## src/core/sysref_pkg.sv

```systemverilog
package sysref_pkg;

  // ----------------------------------------
  // sizes
  // ----------------------------------------
  localparam int NUM_OUT = 12;
  localparam int CNT_W = 16;
  localparam int AW = 8;
  localparam int CTRL_W = 7;

  // ----------------------------------------
  // register byte offsets
  // ----------------------------------------
  localparam logic [AW-1:0] ADDR_CTRL = 8'h00;
  localparam logic [AW-1:0] ADDR_PULSE = 8'h04;
  localparam logic [AW-1:0] ADDR_PAUSE = 8'h08;
  localparam logic [AW-1:0] ADDR_OUTSEL = 8'h0c;
  localparam logic [AW-1:0] ADDR_DRVEN = 8'h10;
  localparam logic [AW-1:0] ADDR_HALFDIV = 8'h14;
  localparam logic [AW-1:0] ADDR_STATUS = 8'h18;

  // ----------------------------------------
  // control and status fields
  // ----------------------------------------
  localparam int CTRL_INIT = 0;
  localparam int CTRL_CLEAR = 1;
  localparam int CTRL_TODSEL = 2;
  localparam int CTRL_PRIME = 3;
  localparam int CTRL_ORD_LO = 4;
  localparam int CTRL_GROUP = 6;
  localparam int STS_BUSY = 0;
  localparam int STS_PAUSE = 1;
  localparam int STS_GATE = 2;
  localparam int STS_UNSUP = 3;
  localparam int STS_MODE_LO = 8;
  localparam int STS_CNT_LO = 16;

  // ----------------------------------------
  // reset values and constants
  // ----------------------------------------
  localparam logic [CTRL_W-1:0] CTRL_RST = 7'h00;
  localparam logic [CNT_W-1:0] PULSE_RST = 16'h0001;
  localparam logic [CNT_W-1:0] PAUSE_RST = 16'h0001;
  localparam logic [CNT_W-1:0] HALFDIV_RST = 16'h0004;
  localparam logic [NUM_OUT-1:0] OUTSEL_RST = 12'h000;
  localparam logic [NUM_OUT-1:0] DRVEN_RST = 12'h000;
  localparam logic [1:0] RESP_OKAY = 2'h0;
  localparam logic [1:0] RESP_SLVERR = 2'h2;
  localparam logic [1:0] ARM_WAIT_SLOW = 2'h1;
  localparam logic [1:0] ARM_WAIT_FAST = 2'h0;

  // ----------------------------------------
  // modes
  // ----------------------------------------
  localparam logic [2:0] MODE_SW_CNT = 3'h0;
  localparam logic [2:0] MODE_SW_PP = 3'h1;
  localparam logic [2:0] MODE_SW_CONT = 3'h2;
  localparam logic [2:0] MODE_PIN_CLR = 3'h3;
  localparam logic [2:0] MODE_EXT_CNT = 3'h4;
  localparam logic [2:0] MODE_FALL_CNT = 3'h5;
  localparam logic [2:0] MODE_EXT_CONT = 3'h6;
  localparam logic [2:0] MODE_INV_CONT = 3'h7;

  typedef enum logic [1:0] {ST_IDLE, ST_ARM, ST_RUN, ST_PAUSE} state_t;
  typedef enum logic [1:0] {EV_COUNTED, EV_CONT, EV_PP} ev_t;

  typedef struct packed {
    ev_t kind;
    logic start;
    logic stop;
    logic unsup;
  } trig_t;

  typedef struct packed {
    logic [CTRL_W-1:0] ctrl;
    logic [CNT_W-1:0] pulse_cfg;
    logic [CNT_W-1:0] pause_cfg;
    logic [CNT_W-1:0] half_div;
    logic [NUM_OUT-1:0] out_sel;
    logic [NUM_OUT-1:0] drv_en;
    logic awready;
    logic wready;
    logic arready;
    logic aw_got;
    logic [AW-1:0] aw_addr;
    logic w_got;
    logic [31:0] wdata;
    logic [3:0] wstrb;
    logic bvalid;
    logic [1:0] bresp;
    logic rvalid;
    logic [31:0] rdata;
    logic [1:0] rresp;
    logic gpio_s1;
    logic gpio_s2;
    logic gpio_prev;
    logic tod_s1;
    logic tod_s2;
    logic tod_prev;
    logic init_prev;
    logic clear_prev;
    logic [CNT_W-1:0] div_cnt;
    logic phase;
    state_t st;
    logic [1:0] wait_cnt;
    logic [CNT_W-1:0] cnt;
    logic stop_pend;
    logic gate;
    logic [NUM_OUT-1:0] sysref_out;
    logic [NUM_OUT-1:0] drv_oe;
  } core_t;

endpackage : sysref_pkg

```

## src/core/sysref_event_controller.sv

```systemverilog
// Function
// - only whole 50/50 SYSREF periods appear, never a runt pulse
// - one controller and one mode serve every SYSREF output
// - mode number is group bit above two-bit ordering field
// - continuous event pulses from start trigger until stop trigger
// - counted event stops by itself after the programmed pulse count
// - pulse/pause repeats pulses then pauses until stop trigger
// - mode 0: counted, started by initiate bit rising
// - mode 1: pulse/pause, initiate bit rise starts, fall stops
// - mode 2: continuous, initiate bit rise starts, fall stops
// - mode 3: continuous, pin rise starts, clear bit rise stops
// - mode 4: counted, pin rise or time-compare rise starts
// - mode 5: counted on pin fall; unsupported with time-compare select
// - mode 6: continuous, pin or time-compare rise to fall
// - mode 7: continuous, pin fall to rise; unsupported with select
// - time-compare select matters only in modes 4 to 7
// - each output with its select bit set carries SYSREF
// - outside events SYSREF drivers off, others follow driver enable
// - drivers enabled only for whole internal SYSREF clock periods
// - event starts on second SYSREF clock rise, first with option
//
// Implementation choices: the register addresses and the AXI4-Lite slave port.
module sysref_event_controller
  import sysref_pkg::*;
(
  input wire logic aclk,
  input wire logic aresetn,
  input wire logic [AW-1:0] awaddr,
  input wire logic awvalid,
  output logic awready,
  input wire logic [31:0] wdata,
  input wire logic [3:0] wstrb,
  input wire logic wvalid,
  output logic wready,
  output logic [1:0] bresp,
  output logic bvalid,
  input wire logic bready,
  input wire logic [AW-1:0] araddr,
  input wire logic arvalid,
  output logic arready,
  output logic [31:0] rdata,
  output logic [1:0] rresp,
  output logic rvalid,
  input wire logic rready,
  input wire logic gpio1_in,
  input wire logic time_cmp_evt,
  output logic [NUM_OUT-1:0] sysref_out,
  output logic [NUM_OUT-1:0] drv_oe
);

  core_t r_reg;
  core_t r_next;

  // ----------------------------------------
  // trigger edges
  // ----------------------------------------
  logic [2:0] mode;
  logic init_rise;
  logic init_fall;
  logic clear_rise;
  logic pin_rise;
  logic pin_fall;
  logic tod_rise;
  logic tod_fall;
  logic [CNT_W-1:0] half;
  logic tick;
  logic rise;
  trig_t trig;

  assign mode = r_reg.ctrl[CTRL_GROUP:CTRL_ORD_LO];
  assign init_rise = r_reg.ctrl[CTRL_INIT] && !r_reg.init_prev;
  assign init_fall = !r_reg.ctrl[CTRL_INIT] && r_reg.init_prev;
  assign clear_rise = r_reg.ctrl[CTRL_CLEAR] && !r_reg.clear_prev;
  // edges only look past the second sync stage
  assign pin_rise = r_reg.gpio_s2 && !r_reg.gpio_prev;
  assign pin_fall = !r_reg.gpio_s2 && r_reg.gpio_prev;
  assign tod_rise = r_reg.tod_s2 && !r_reg.tod_prev;
  assign tod_fall = !r_reg.tod_s2 && r_reg.tod_prev;

  // a zero divisor would stall the clock, so treat it as one
  assign half = (r_reg.half_div == '0) ? 16'h0001 : r_reg.half_div;
  assign tick = (r_reg.div_cnt >= half - 16'h0001);
  assign rise = tick && !r_reg.phase;

  function automatic trig_t decode(input logic [2:0] m, input logic tsel);
    trig_t t;
    t = '{kind: EV_CONT, start: 1'b0, stop: 1'b0, unsup: 1'b0};
    unique case (m)
      MODE_SW_CNT: begin
        t.kind = EV_COUNTED;
        t.start = init_rise;
      end
      MODE_SW_PP: begin
        t.kind = EV_PP;
        t.start = init_rise;
        t.stop = init_fall;
      end
      MODE_SW_CONT: begin
        t.start = init_rise;
        t.stop = init_fall;
      end
      MODE_PIN_CLR: begin
        t.start = pin_rise;
        t.stop = clear_rise;
      end
      MODE_EXT_CNT: begin
        t.kind = EV_COUNTED;
        t.start = tsel ? tod_rise : pin_rise;
      end
      MODE_FALL_CNT: begin
        t.kind = EV_COUNTED;
        t.start = pin_fall;
        t.unsup = tsel;
      end
      MODE_EXT_CONT: begin
        t.start = tsel ? tod_rise : pin_rise;
        t.stop = tsel ? tod_fall : pin_fall;
      end
      MODE_INV_CONT: begin
        t.start = pin_fall;
        t.stop = pin_rise;
        t.unsup = tsel;
      end
    endcase
    return t;
  endfunction : decode

  always_comb trig = decode(mode, r_reg.ctrl[CTRL_TODSEL]);

  // ----------------------------------------
  // register access helpers
  // ----------------------------------------
  function automatic logic hit(input logic [AW-1:0] a);
    return a == ADDR_CTRL || a == ADDR_PULSE || a == ADDR_PAUSE ||
           a == ADDR_OUTSEL || a == ADDR_DRVEN || a == ADDR_HALFDIV ||
           a == ADDR_STATUS;
  endfunction : hit

  function automatic logic [31:0] rd_word(input logic [AW-1:0] a);
    logic [31:0] v;
    v = '0;
    case (a)
      ADDR_CTRL: v = 32'(r_reg.ctrl);
      ADDR_PULSE: v = 32'(r_reg.pulse_cfg);
      ADDR_PAUSE: v = 32'(r_reg.pause_cfg);
      ADDR_OUTSEL: v = 32'(r_reg.out_sel);
      ADDR_DRVEN: v = 32'(r_reg.drv_en);
      ADDR_HALFDIV: v = 32'(r_reg.half_div);
      ADDR_STATUS: begin
        v[STS_BUSY] = (r_reg.st != ST_IDLE);
        v[STS_PAUSE] = (r_reg.st == ST_PAUSE);
        v[STS_GATE] = r_reg.gate;
        v[STS_UNSUP] = trig.unsup;
        v[STS_MODE_LO +: 3] = mode;
        v[STS_CNT_LO +: CNT_W] = r_reg.cnt;
      end
      default: v = '0;
    endcase
    return v;
  endfunction : rd_word

  function automatic logic [31:0] merge(input logic [31:0] o,
                                        input logic [31:0] d,
                                        input logic [3:0] s);
    logic [31:0] v;
    v = o;
    for (int i = 0; i < 4; i++) begin
      if (s[i]) begin
        v[i*8 +: 8] = d[i*8 +: 8];
      end
    end
    return v;
  endfunction : merge

  // ----------------------------------------
  // next state
  // ----------------------------------------
  always_comb begin
    logic [31:0] wr;
    wr = merge(rd_word(r_reg.aw_addr), r_reg.wdata, r_reg.wstrb);
    r_next = r_reg;

    // two-stage synchronisers
    r_next.gpio_s1 = gpio1_in;
    r_next.gpio_s2 = r_reg.gpio_s1;
    r_next.gpio_prev = r_reg.gpio_s2;
    r_next.tod_s1 = time_cmp_evt;
    r_next.tod_s2 = r_reg.tod_s1;
    r_next.tod_prev = r_reg.tod_s2;
    r_next.init_prev = r_reg.ctrl[CTRL_INIT];
    r_next.clear_prev = r_reg.ctrl[CTRL_CLEAR];

    // write channel: address and data in either order
    if (awvalid && r_reg.awready) begin
      r_next.aw_got = 1'b1;
      r_next.aw_addr = awaddr;
    end
    if (wvalid && r_reg.wready) begin
      r_next.w_got = 1'b1;
      r_next.wdata = wdata;
      r_next.wstrb = wstrb;
    end
    if (r_reg.bvalid && bready) begin
      r_next.bvalid = 1'b0;
    end
    if (r_reg.aw_got && r_reg.w_got && !r_reg.bvalid) begin
      r_next.aw_got = 1'b0;
      r_next.w_got = 1'b0;
      r_next.bvalid = 1'b1;
      r_next.bresp = hit(r_reg.aw_addr) ? RESP_OKAY : RESP_SLVERR;
      case (r_reg.aw_addr)
        ADDR_CTRL: r_next.ctrl = wr[CTRL_W-1:0];
        ADDR_PULSE: r_next.pulse_cfg = wr[CNT_W-1:0];
        ADDR_PAUSE: r_next.pause_cfg = wr[CNT_W-1:0];
        ADDR_OUTSEL: r_next.out_sel = wr[NUM_OUT-1:0];
        ADDR_DRVEN: r_next.drv_en = wr[NUM_OUT-1:0];
        ADDR_HALFDIV: r_next.half_div = wr[CNT_W-1:0];
        default: ;
      endcase
    end
    r_next.awready = !r_next.aw_got && !r_next.bvalid;
    r_next.wready = !r_next.w_got && !r_next.bvalid;

    // read channel
    if (r_reg.rvalid && rready) begin
      r_next.rvalid = 1'b0;
    end
    if (arvalid && r_reg.arready) begin
      r_next.rvalid = 1'b1;
      r_next.rdata = rd_word(araddr);
      r_next.rresp = hit(araddr) ? RESP_OKAY : RESP_SLVERR;
    end
    r_next.arready = !r_next.rvalid;

    // internal SYSREF clock, high and low halves of equal length
    if (tick) begin
      r_next.div_cnt = '0;
      r_next.phase = !r_reg.phase;
    end else begin
      r_next.div_cnt = r_reg.div_cnt + 16'h0001;
    end

    // a stop in run or pause is held until the next period boundary acts on it; in arm it acts at once
    r_next.stop_pend = (r_reg.stop_pend || trig.stop) &&
                       (r_reg.st == ST_RUN || r_reg.st == ST_PAUSE);

    // gate only moves on a rising edge of the SYSREF clock
    unique case (r_reg.st)
      ST_IDLE: begin
        if (trig.start && !trig.unsup) begin
          r_next.st = ST_ARM;
          r_next.wait_cnt = r_reg.ctrl[CTRL_PRIME] ? ARM_WAIT_FAST
                                                   : ARM_WAIT_SLOW;
        end
      end
      ST_ARM: begin
        if (trig.stop) begin
          r_next.st = ST_IDLE;
        end else if (rise) begin
          if (r_reg.wait_cnt != '0) begin
            r_next.wait_cnt = r_reg.wait_cnt - 2'h1;
          end else if (trig.kind != EV_CONT && r_reg.pulse_cfg == '0) begin
            r_next.st = ST_IDLE;
          end else begin
            r_next.st = ST_RUN;
            r_next.gate = 1'b1;
            r_next.cnt = 16'h0001;
          end
        end
      end
      ST_RUN: begin
        if (rise) begin
          unique case (trig.kind)
            EV_COUNTED: begin
              if (r_reg.cnt >= r_reg.pulse_cfg) begin
                r_next.st = ST_IDLE;
                r_next.gate = 1'b0;
              end else begin
                r_next.cnt = r_reg.cnt + 16'h0001;
              end
            end
            EV_CONT: begin
              if (r_reg.stop_pend) begin
                r_next.st = ST_IDLE;
                r_next.gate = 1'b0;
              end
            end
            EV_PP: begin
              if (r_reg.stop_pend) begin
                r_next.st = ST_IDLE;
                r_next.gate = 1'b0;
              end else if (r_reg.cnt >= r_reg.pulse_cfg) begin
                r_next.cnt = 16'h0001;
                if (r_reg.pause_cfg != '0) begin
                  r_next.st = ST_PAUSE;
                  r_next.gate = 1'b0;
                end
              end else begin
                r_next.cnt = r_reg.cnt + 16'h0001;
              end
            end
            default: begin
              r_next.st = ST_IDLE;
              r_next.gate = 1'b0;
            end
          endcase
        end
      end
      ST_PAUSE: begin
        if (rise) begin
          if (r_reg.stop_pend || trig.kind != EV_PP) begin
            r_next.st = ST_IDLE;
          end else if (r_reg.cnt >= r_reg.pause_cfg) begin
            r_next.st = ST_RUN;
            r_next.gate = 1'b1;
            r_next.cnt = 16'h0001;
          end else begin
            r_next.cnt = r_reg.cnt + 16'h0001;
          end
        end
      end
    endcase

    // every selected output shares the one gate
    r_next.sysref_out = r_next.out_sel &
                        {NUM_OUT{r_next.gate && r_next.phase}};
    r_next.drv_oe = (r_next.out_sel & {NUM_OUT{r_next.gate}}) |
                    (~r_next.out_sel & r_next.drv_en);
  end

  always_ff @(posedge aclk) begin
    if (!aresetn) begin
      r_reg <= '0;
      r_reg.ctrl <= CTRL_RST;
      r_reg.pulse_cfg <= PULSE_RST;
      r_reg.pause_cfg <= PAUSE_RST;
      r_reg.half_div <= HALFDIV_RST;
      r_reg.out_sel <= OUTSEL_RST;
      r_reg.drv_en <= DRVEN_RST;
      r_reg.st <= ST_IDLE;
    end else begin
      r_reg <= r_next;
    end
  end

  assign awready = r_reg.awready;
  assign wready = r_reg.wready;
  assign bvalid = r_reg.bvalid;
  assign bresp = r_reg.bresp;
  assign arready = r_reg.arready;
  assign rvalid = r_reg.rvalid;
  assign rdata = r_reg.rdata;
  assign rresp = r_reg.rresp;
  assign sysref_out = r_reg.sysref_out;
  assign drv_oe = r_reg.drv_oe;
endmodule : sysref_event_controller

```

## config.mk

```make
export PLATFORM = sky130hd
export DESIGN_NAME = sysref_event_controller
export DESIGN_NICKNAME = d
export VERILOG_FILES = /design/src/core/sysref_pkg.sv /design/src/core/sysref_event_controller.sv
export SDC_FILE = /design/constraint.sdc
export NUM_CORES = 1
export LEC_CHECK = 0
export BUFFER_PORTS_ARGS = -buffer_cell sky130_fd_sc_hd__buf_2
export CAP_MARGIN = 40
export CORE_MARGIN = 2
export CORE_UTILIZATION = 35
export CTS_CLUSTER_DIAMETER = 30
export DETAILED_ROUTE_END_ITERATION = 16
export MAX_ROUTING_LAYER = met4
export PLACE_DENSITY = 0.51
export SYNTH_ARGS = -nofsm -noshare
export SYNTH_HDL_FRONTEND = slang
export SYNTH_SLANG_ARGS = --single-unit
```

## constraint.sdc

```tcl
create_clock -name aclk -period 4.77 [get_ports aclk]
set_input_delay 0.2385 -clock aclk [delete_from_list [all_inputs] [get_ports aclk]]
set_output_delay 0.2385 -clock aclk [all_outputs]
set_load 0.05 [all_outputs]
```

==> Implementation_results.wiki <==
{| class="wikitable"
! Metric !! Value
|-
| Pleak || 5.97 nW
|-
| First-pass GRT wire length || 60,500 µm
|-
| Maximum number of pins on one net before global-route repair || 92
|-
| Crit start category || flop
|-
| Total via count in the routed design || 11.0k
|-
| Post-synth EDFFs || 0
|-
| Global route hottest layer || met2
|-
| Clock Power Share || 60.3%
|-
| Worst endpoint data arrival time || 5070 ps
|-
| Setup repair after global routing missed its margin || true
|-
| Power Dens Cells || 418 nW/µm²
|-
| Router iterations before antenna repair || 7
|-
| CP max-delay cell || or4_4
|-
| Count of state elements after synthesis || 217
|-
| Number of top-level design ports || 126
|-
| Hold violation total from the final report || 0
|-
| Initial antenna violation count || 0
|-
| Area of the multi-input gates || 6730 µm²
|-
| Max VDD drop || 444 µV
|-
| Post-Route Hold Slack || 114 ps
|-
| Routed Antenna Nets || 0
|-
| DIE WIDTH || 189 µm
|-
| Effective utilization at floorplan || 35.6%
|-
| Max-cap violations || 0
|-
| Max-Slew Margin vs Limit || 39.6%
|-
| GRT Resource Usage Total || 22.3%
|-
| Critical path capture point type || flop
|-
| Top cell types by occurrence after synthesis || dfxtp_1 (217), nand2_1 (212), a21oi_1 (146)
|-
| Largest clock skew in the final design || 24.4 ps
|-
| Cts bufs inserted || 57
|-
| Full die area || 35,700 µm²
|-
| Fraction of power spent switching nets || 27.0%
|-
| Final min period || 4590 ps
|-
| Area taken by flip-flops and latches || 4340 µm²
|-
| Post-route fraction of the period consumed by the critical path || 96.1%
|-
| Ratio of routed vias to standard cells || 5.34
|-
| Worst stage delay on the critical path || 550 ps
|-
| Sum of net half-perimeters after detailed placement || 28,000 µm
|-
| Clock latency on the worst-skew pair || 600 ps
|-
| Area growth from synthesis to layout || 26.3%
|-
| Number of cells after detailed placement || 1,911
|-
| GP Congestion || 0.905
|-
| Met1 Use GR || 29.4%
|-
| Status || completed
|-
| Count of buffers from port buffering || 105
|-
| Total internal power || 4.61 mW
|-
| Warnings from Yosys || 0
|-
| Met3 usage in global routing || 5.25%
|-
| Fraction of post-synthesis cell area in the top cell type by area || 36.2%
|-
| Setup WS pre-CTS || -162 ps
|-
| Clock root buffer || clkbuf_16
|-
| Floorplan Core Area || 33,600 µm²
|-
| Class of the worst hold path || input pin to flop
|-
| Post-synthesis sequential area ratio || 36.2%
|-
| TritonCTS Sinks || 217
|-
| Most numerous cell in the Yosys netlist || dfxtp_1
|-
| Clk buf depth || 3
|-
| Net count reported at finish || 1,671
|-
| Sw Pwr || 1.71 mW
|-
| Area of the mapped netlist || 12,000 µm²
|-
| CP bufs+invs || 4
|-
| Required time of the critical path || 5250 ps
|-
| Max reg flops || 145
|-
| Part of the total power dissipated in combinational logic || 9.6%
|-
| Clock tree from TritonCTS || built
|-
| Wire length per cell after detailed routing || 19.1 µm
|-
| Sum of overflow across all layers after global routing || 0
|-
| Detailed router's first-iteration violation count || 859
|-
| Average size of a mapped cell || 8.30 µm²
|-
| Met2 routing resource usage after global routing || 33.3%
|-
| Final setup violating endpoints || 0
|-
| Max-slew violation count || 0
|-
| Number of distinct library cells after synthesis || 89
|-
| Leading area contributor after synthesis || dfxtp_1
|-
| Worst Path Class, Setup || flop to flop
|-
| Row count || 67
|-
| N_diodes || 0
|-
| Final instance count without filler cells || 2,050
|-
| Cell-by-cell listing of the critical path || or4_4, nor4_4, nand2b_1, nor4_4, nor2_2, buf_4, ha_1, nand2b_1, a21o_1, a21o_1, a211oi_2, o21a_1, o21a_1, o21ai_2, buf_6, ha_4, and2_4, buf_4, a31oi_4, o221ai_4, or2_4, buf_12, a22o_1
|-
| Post-layout power || 6.32 mW
|-
| CP max FO || 11
|-
| Clock transition at path regs || 50 ps
|-
| Die Height || 189 µm
|-
| H-tree depth || 2
|-
| Fraction of registers with async set or reset after synthesis || 0%
|-
| Register share of total power || 30.2%
|-
| Worst setup slack after layout || 184 ps
|-
| Cell types with the largest area share after synthesis || dfxtp_1 (36%), nand2_1 (6.6%), a21oi_1 (6.1%), ha_1 (5.5%), buf_4 (3.9%)
|-
| Critical path's top delay family || simple AND/OR/NAND/NOR gates
|-
| Ys flop type || dfxtp_1
|-
| Final routed DRC violation total || 0
|-
| Maximum operating frequency || 0.218 GHz
|-
| Proportion of layout cells with a drive suffix above 1 || 21.6%
|-
| Pin slew with the least headroom to its limit || 903 ps
|-
| Filler cell count in the final layout || 3,328
|-
| Synthesized netlist cell count || 1,443
|-
| Via count of the first global-routing pass || 10.6k
|-
| Total wire length after detailed routing || 39,100 µm
|}
worst min-delay path: stages:
cell and delay (ps):
buf_2 80, nand2_1 180, nand2_1 120, a21oi_1 50
through the flow:
stage          util, %  instance area (µm²)  setup TNS (ps)
3_3_place_gp      37.7                12700           -1070
2_1_floorplan        -                12000               0
3_5_place_dp      37.8                12700           -2870
6_report          45.0                15100               0
5_1_grt           45.0                15100           -6.31
4_1_cts           44.8                15100               0
cell families (layout without fill, tap and decap cells):
group | Yosys count | after routing | share of synthesized area (%)
AO/OA/AOI/OAI | 346 | 346 | 20.2
adder cells (fa/ha/maj) | 53 | 53 | 5.53
flip-flops | 217 | 217 | 36.2
buffers and inverters | 199 | 357 | 8.63
multiplexers | 63 | 63 | 6.03
other | 1 | 2 | 0.0313
AND/OR/NAND/NOR | 538 | 538 | 21.4
XOR/XNOR | 26 | 26 | 1.90
final timing paths:
path,slack (ps),start,to,depth (start not counted)
hold reg to reg,430,r_next[69]$_SDFF_PN0_,r_next[68]$_SDFF_PN0_,1
hold / removal,110,awvalid,r_reg[148]$_SDFFE_PN0P_,4
setup / recovery,180,r_reg[191]$_SDFFE_PN0P_,drv_oe[8]$_SDFF_PN0_,23
setup reg to reg,180,r_reg[191]$_SDFFE_PN0P_,drv_oe[8]$_SDFF_PN0_,23
cells in the final DEF (no fill, tap or decap), types with 9 or more instances in the layout:
master,instances
buf_2,105
inv_1,54
mux2i_1,43
a31oi_1,9
nor3_1,25
a222oi_1,13
or3_1,10
and2_1,18
mux2_2,14
nand3_1,62
xnor2_1,14
dlygate4sd3_1,30
o21ai_0,39
dfxtp_1,217
a22o_1,19
nor2b_1,11
nand2_1,211
a22oi_1,13
nand4_1,14
xor2_1,12
clkinvlp_4,15
nor4_1,13
ha_1,51
clkbuf_16,57
nor2_1,110
a21oi_1,145
buf_4,55
final cells by class:
cell class              instances  share of cell area (%)
well taps                     448                    3.70
multi-input cells            1028                    44.4
inverters                      56                    1.41
clock inverters                41                    2.96
clock buffers                  63                    9.91
flip-flops and latches        217                    28.7
repair buffers                197                    8.87
layer usage:
metal	wire length, µm	share of wire, %
met5	0	0
met1	18200	47
met3	2670	6.8
met4	1110	2.8
met2	17000	44
repair_timing:
action                                  in CTS  in global routing
buffers inserted                             3                  1
pin swaps                                    9                 15
endpoints found under the setup margin      40                 45
hold buffers                                30                  0
resized for setup                           11                 18
hold endpoints to repair                    30                  0
cloned                                       0                  1
power by group through the flow:
stage | Sequential, mW | Clock (mW) | Combinational, mW
CTS | 1.91 | 3.87 | 0.593
finish | 1.91 | 3.81 | 0.605
detailed placement | 1.94 | 0 | 0.549
global route | 1.91 | 3.99 | 0.657
global placement | 1.94 | 0 | 0.541
floorplan | 1.93 | 0 | 0.376
(Power assumes the default switching activity.)
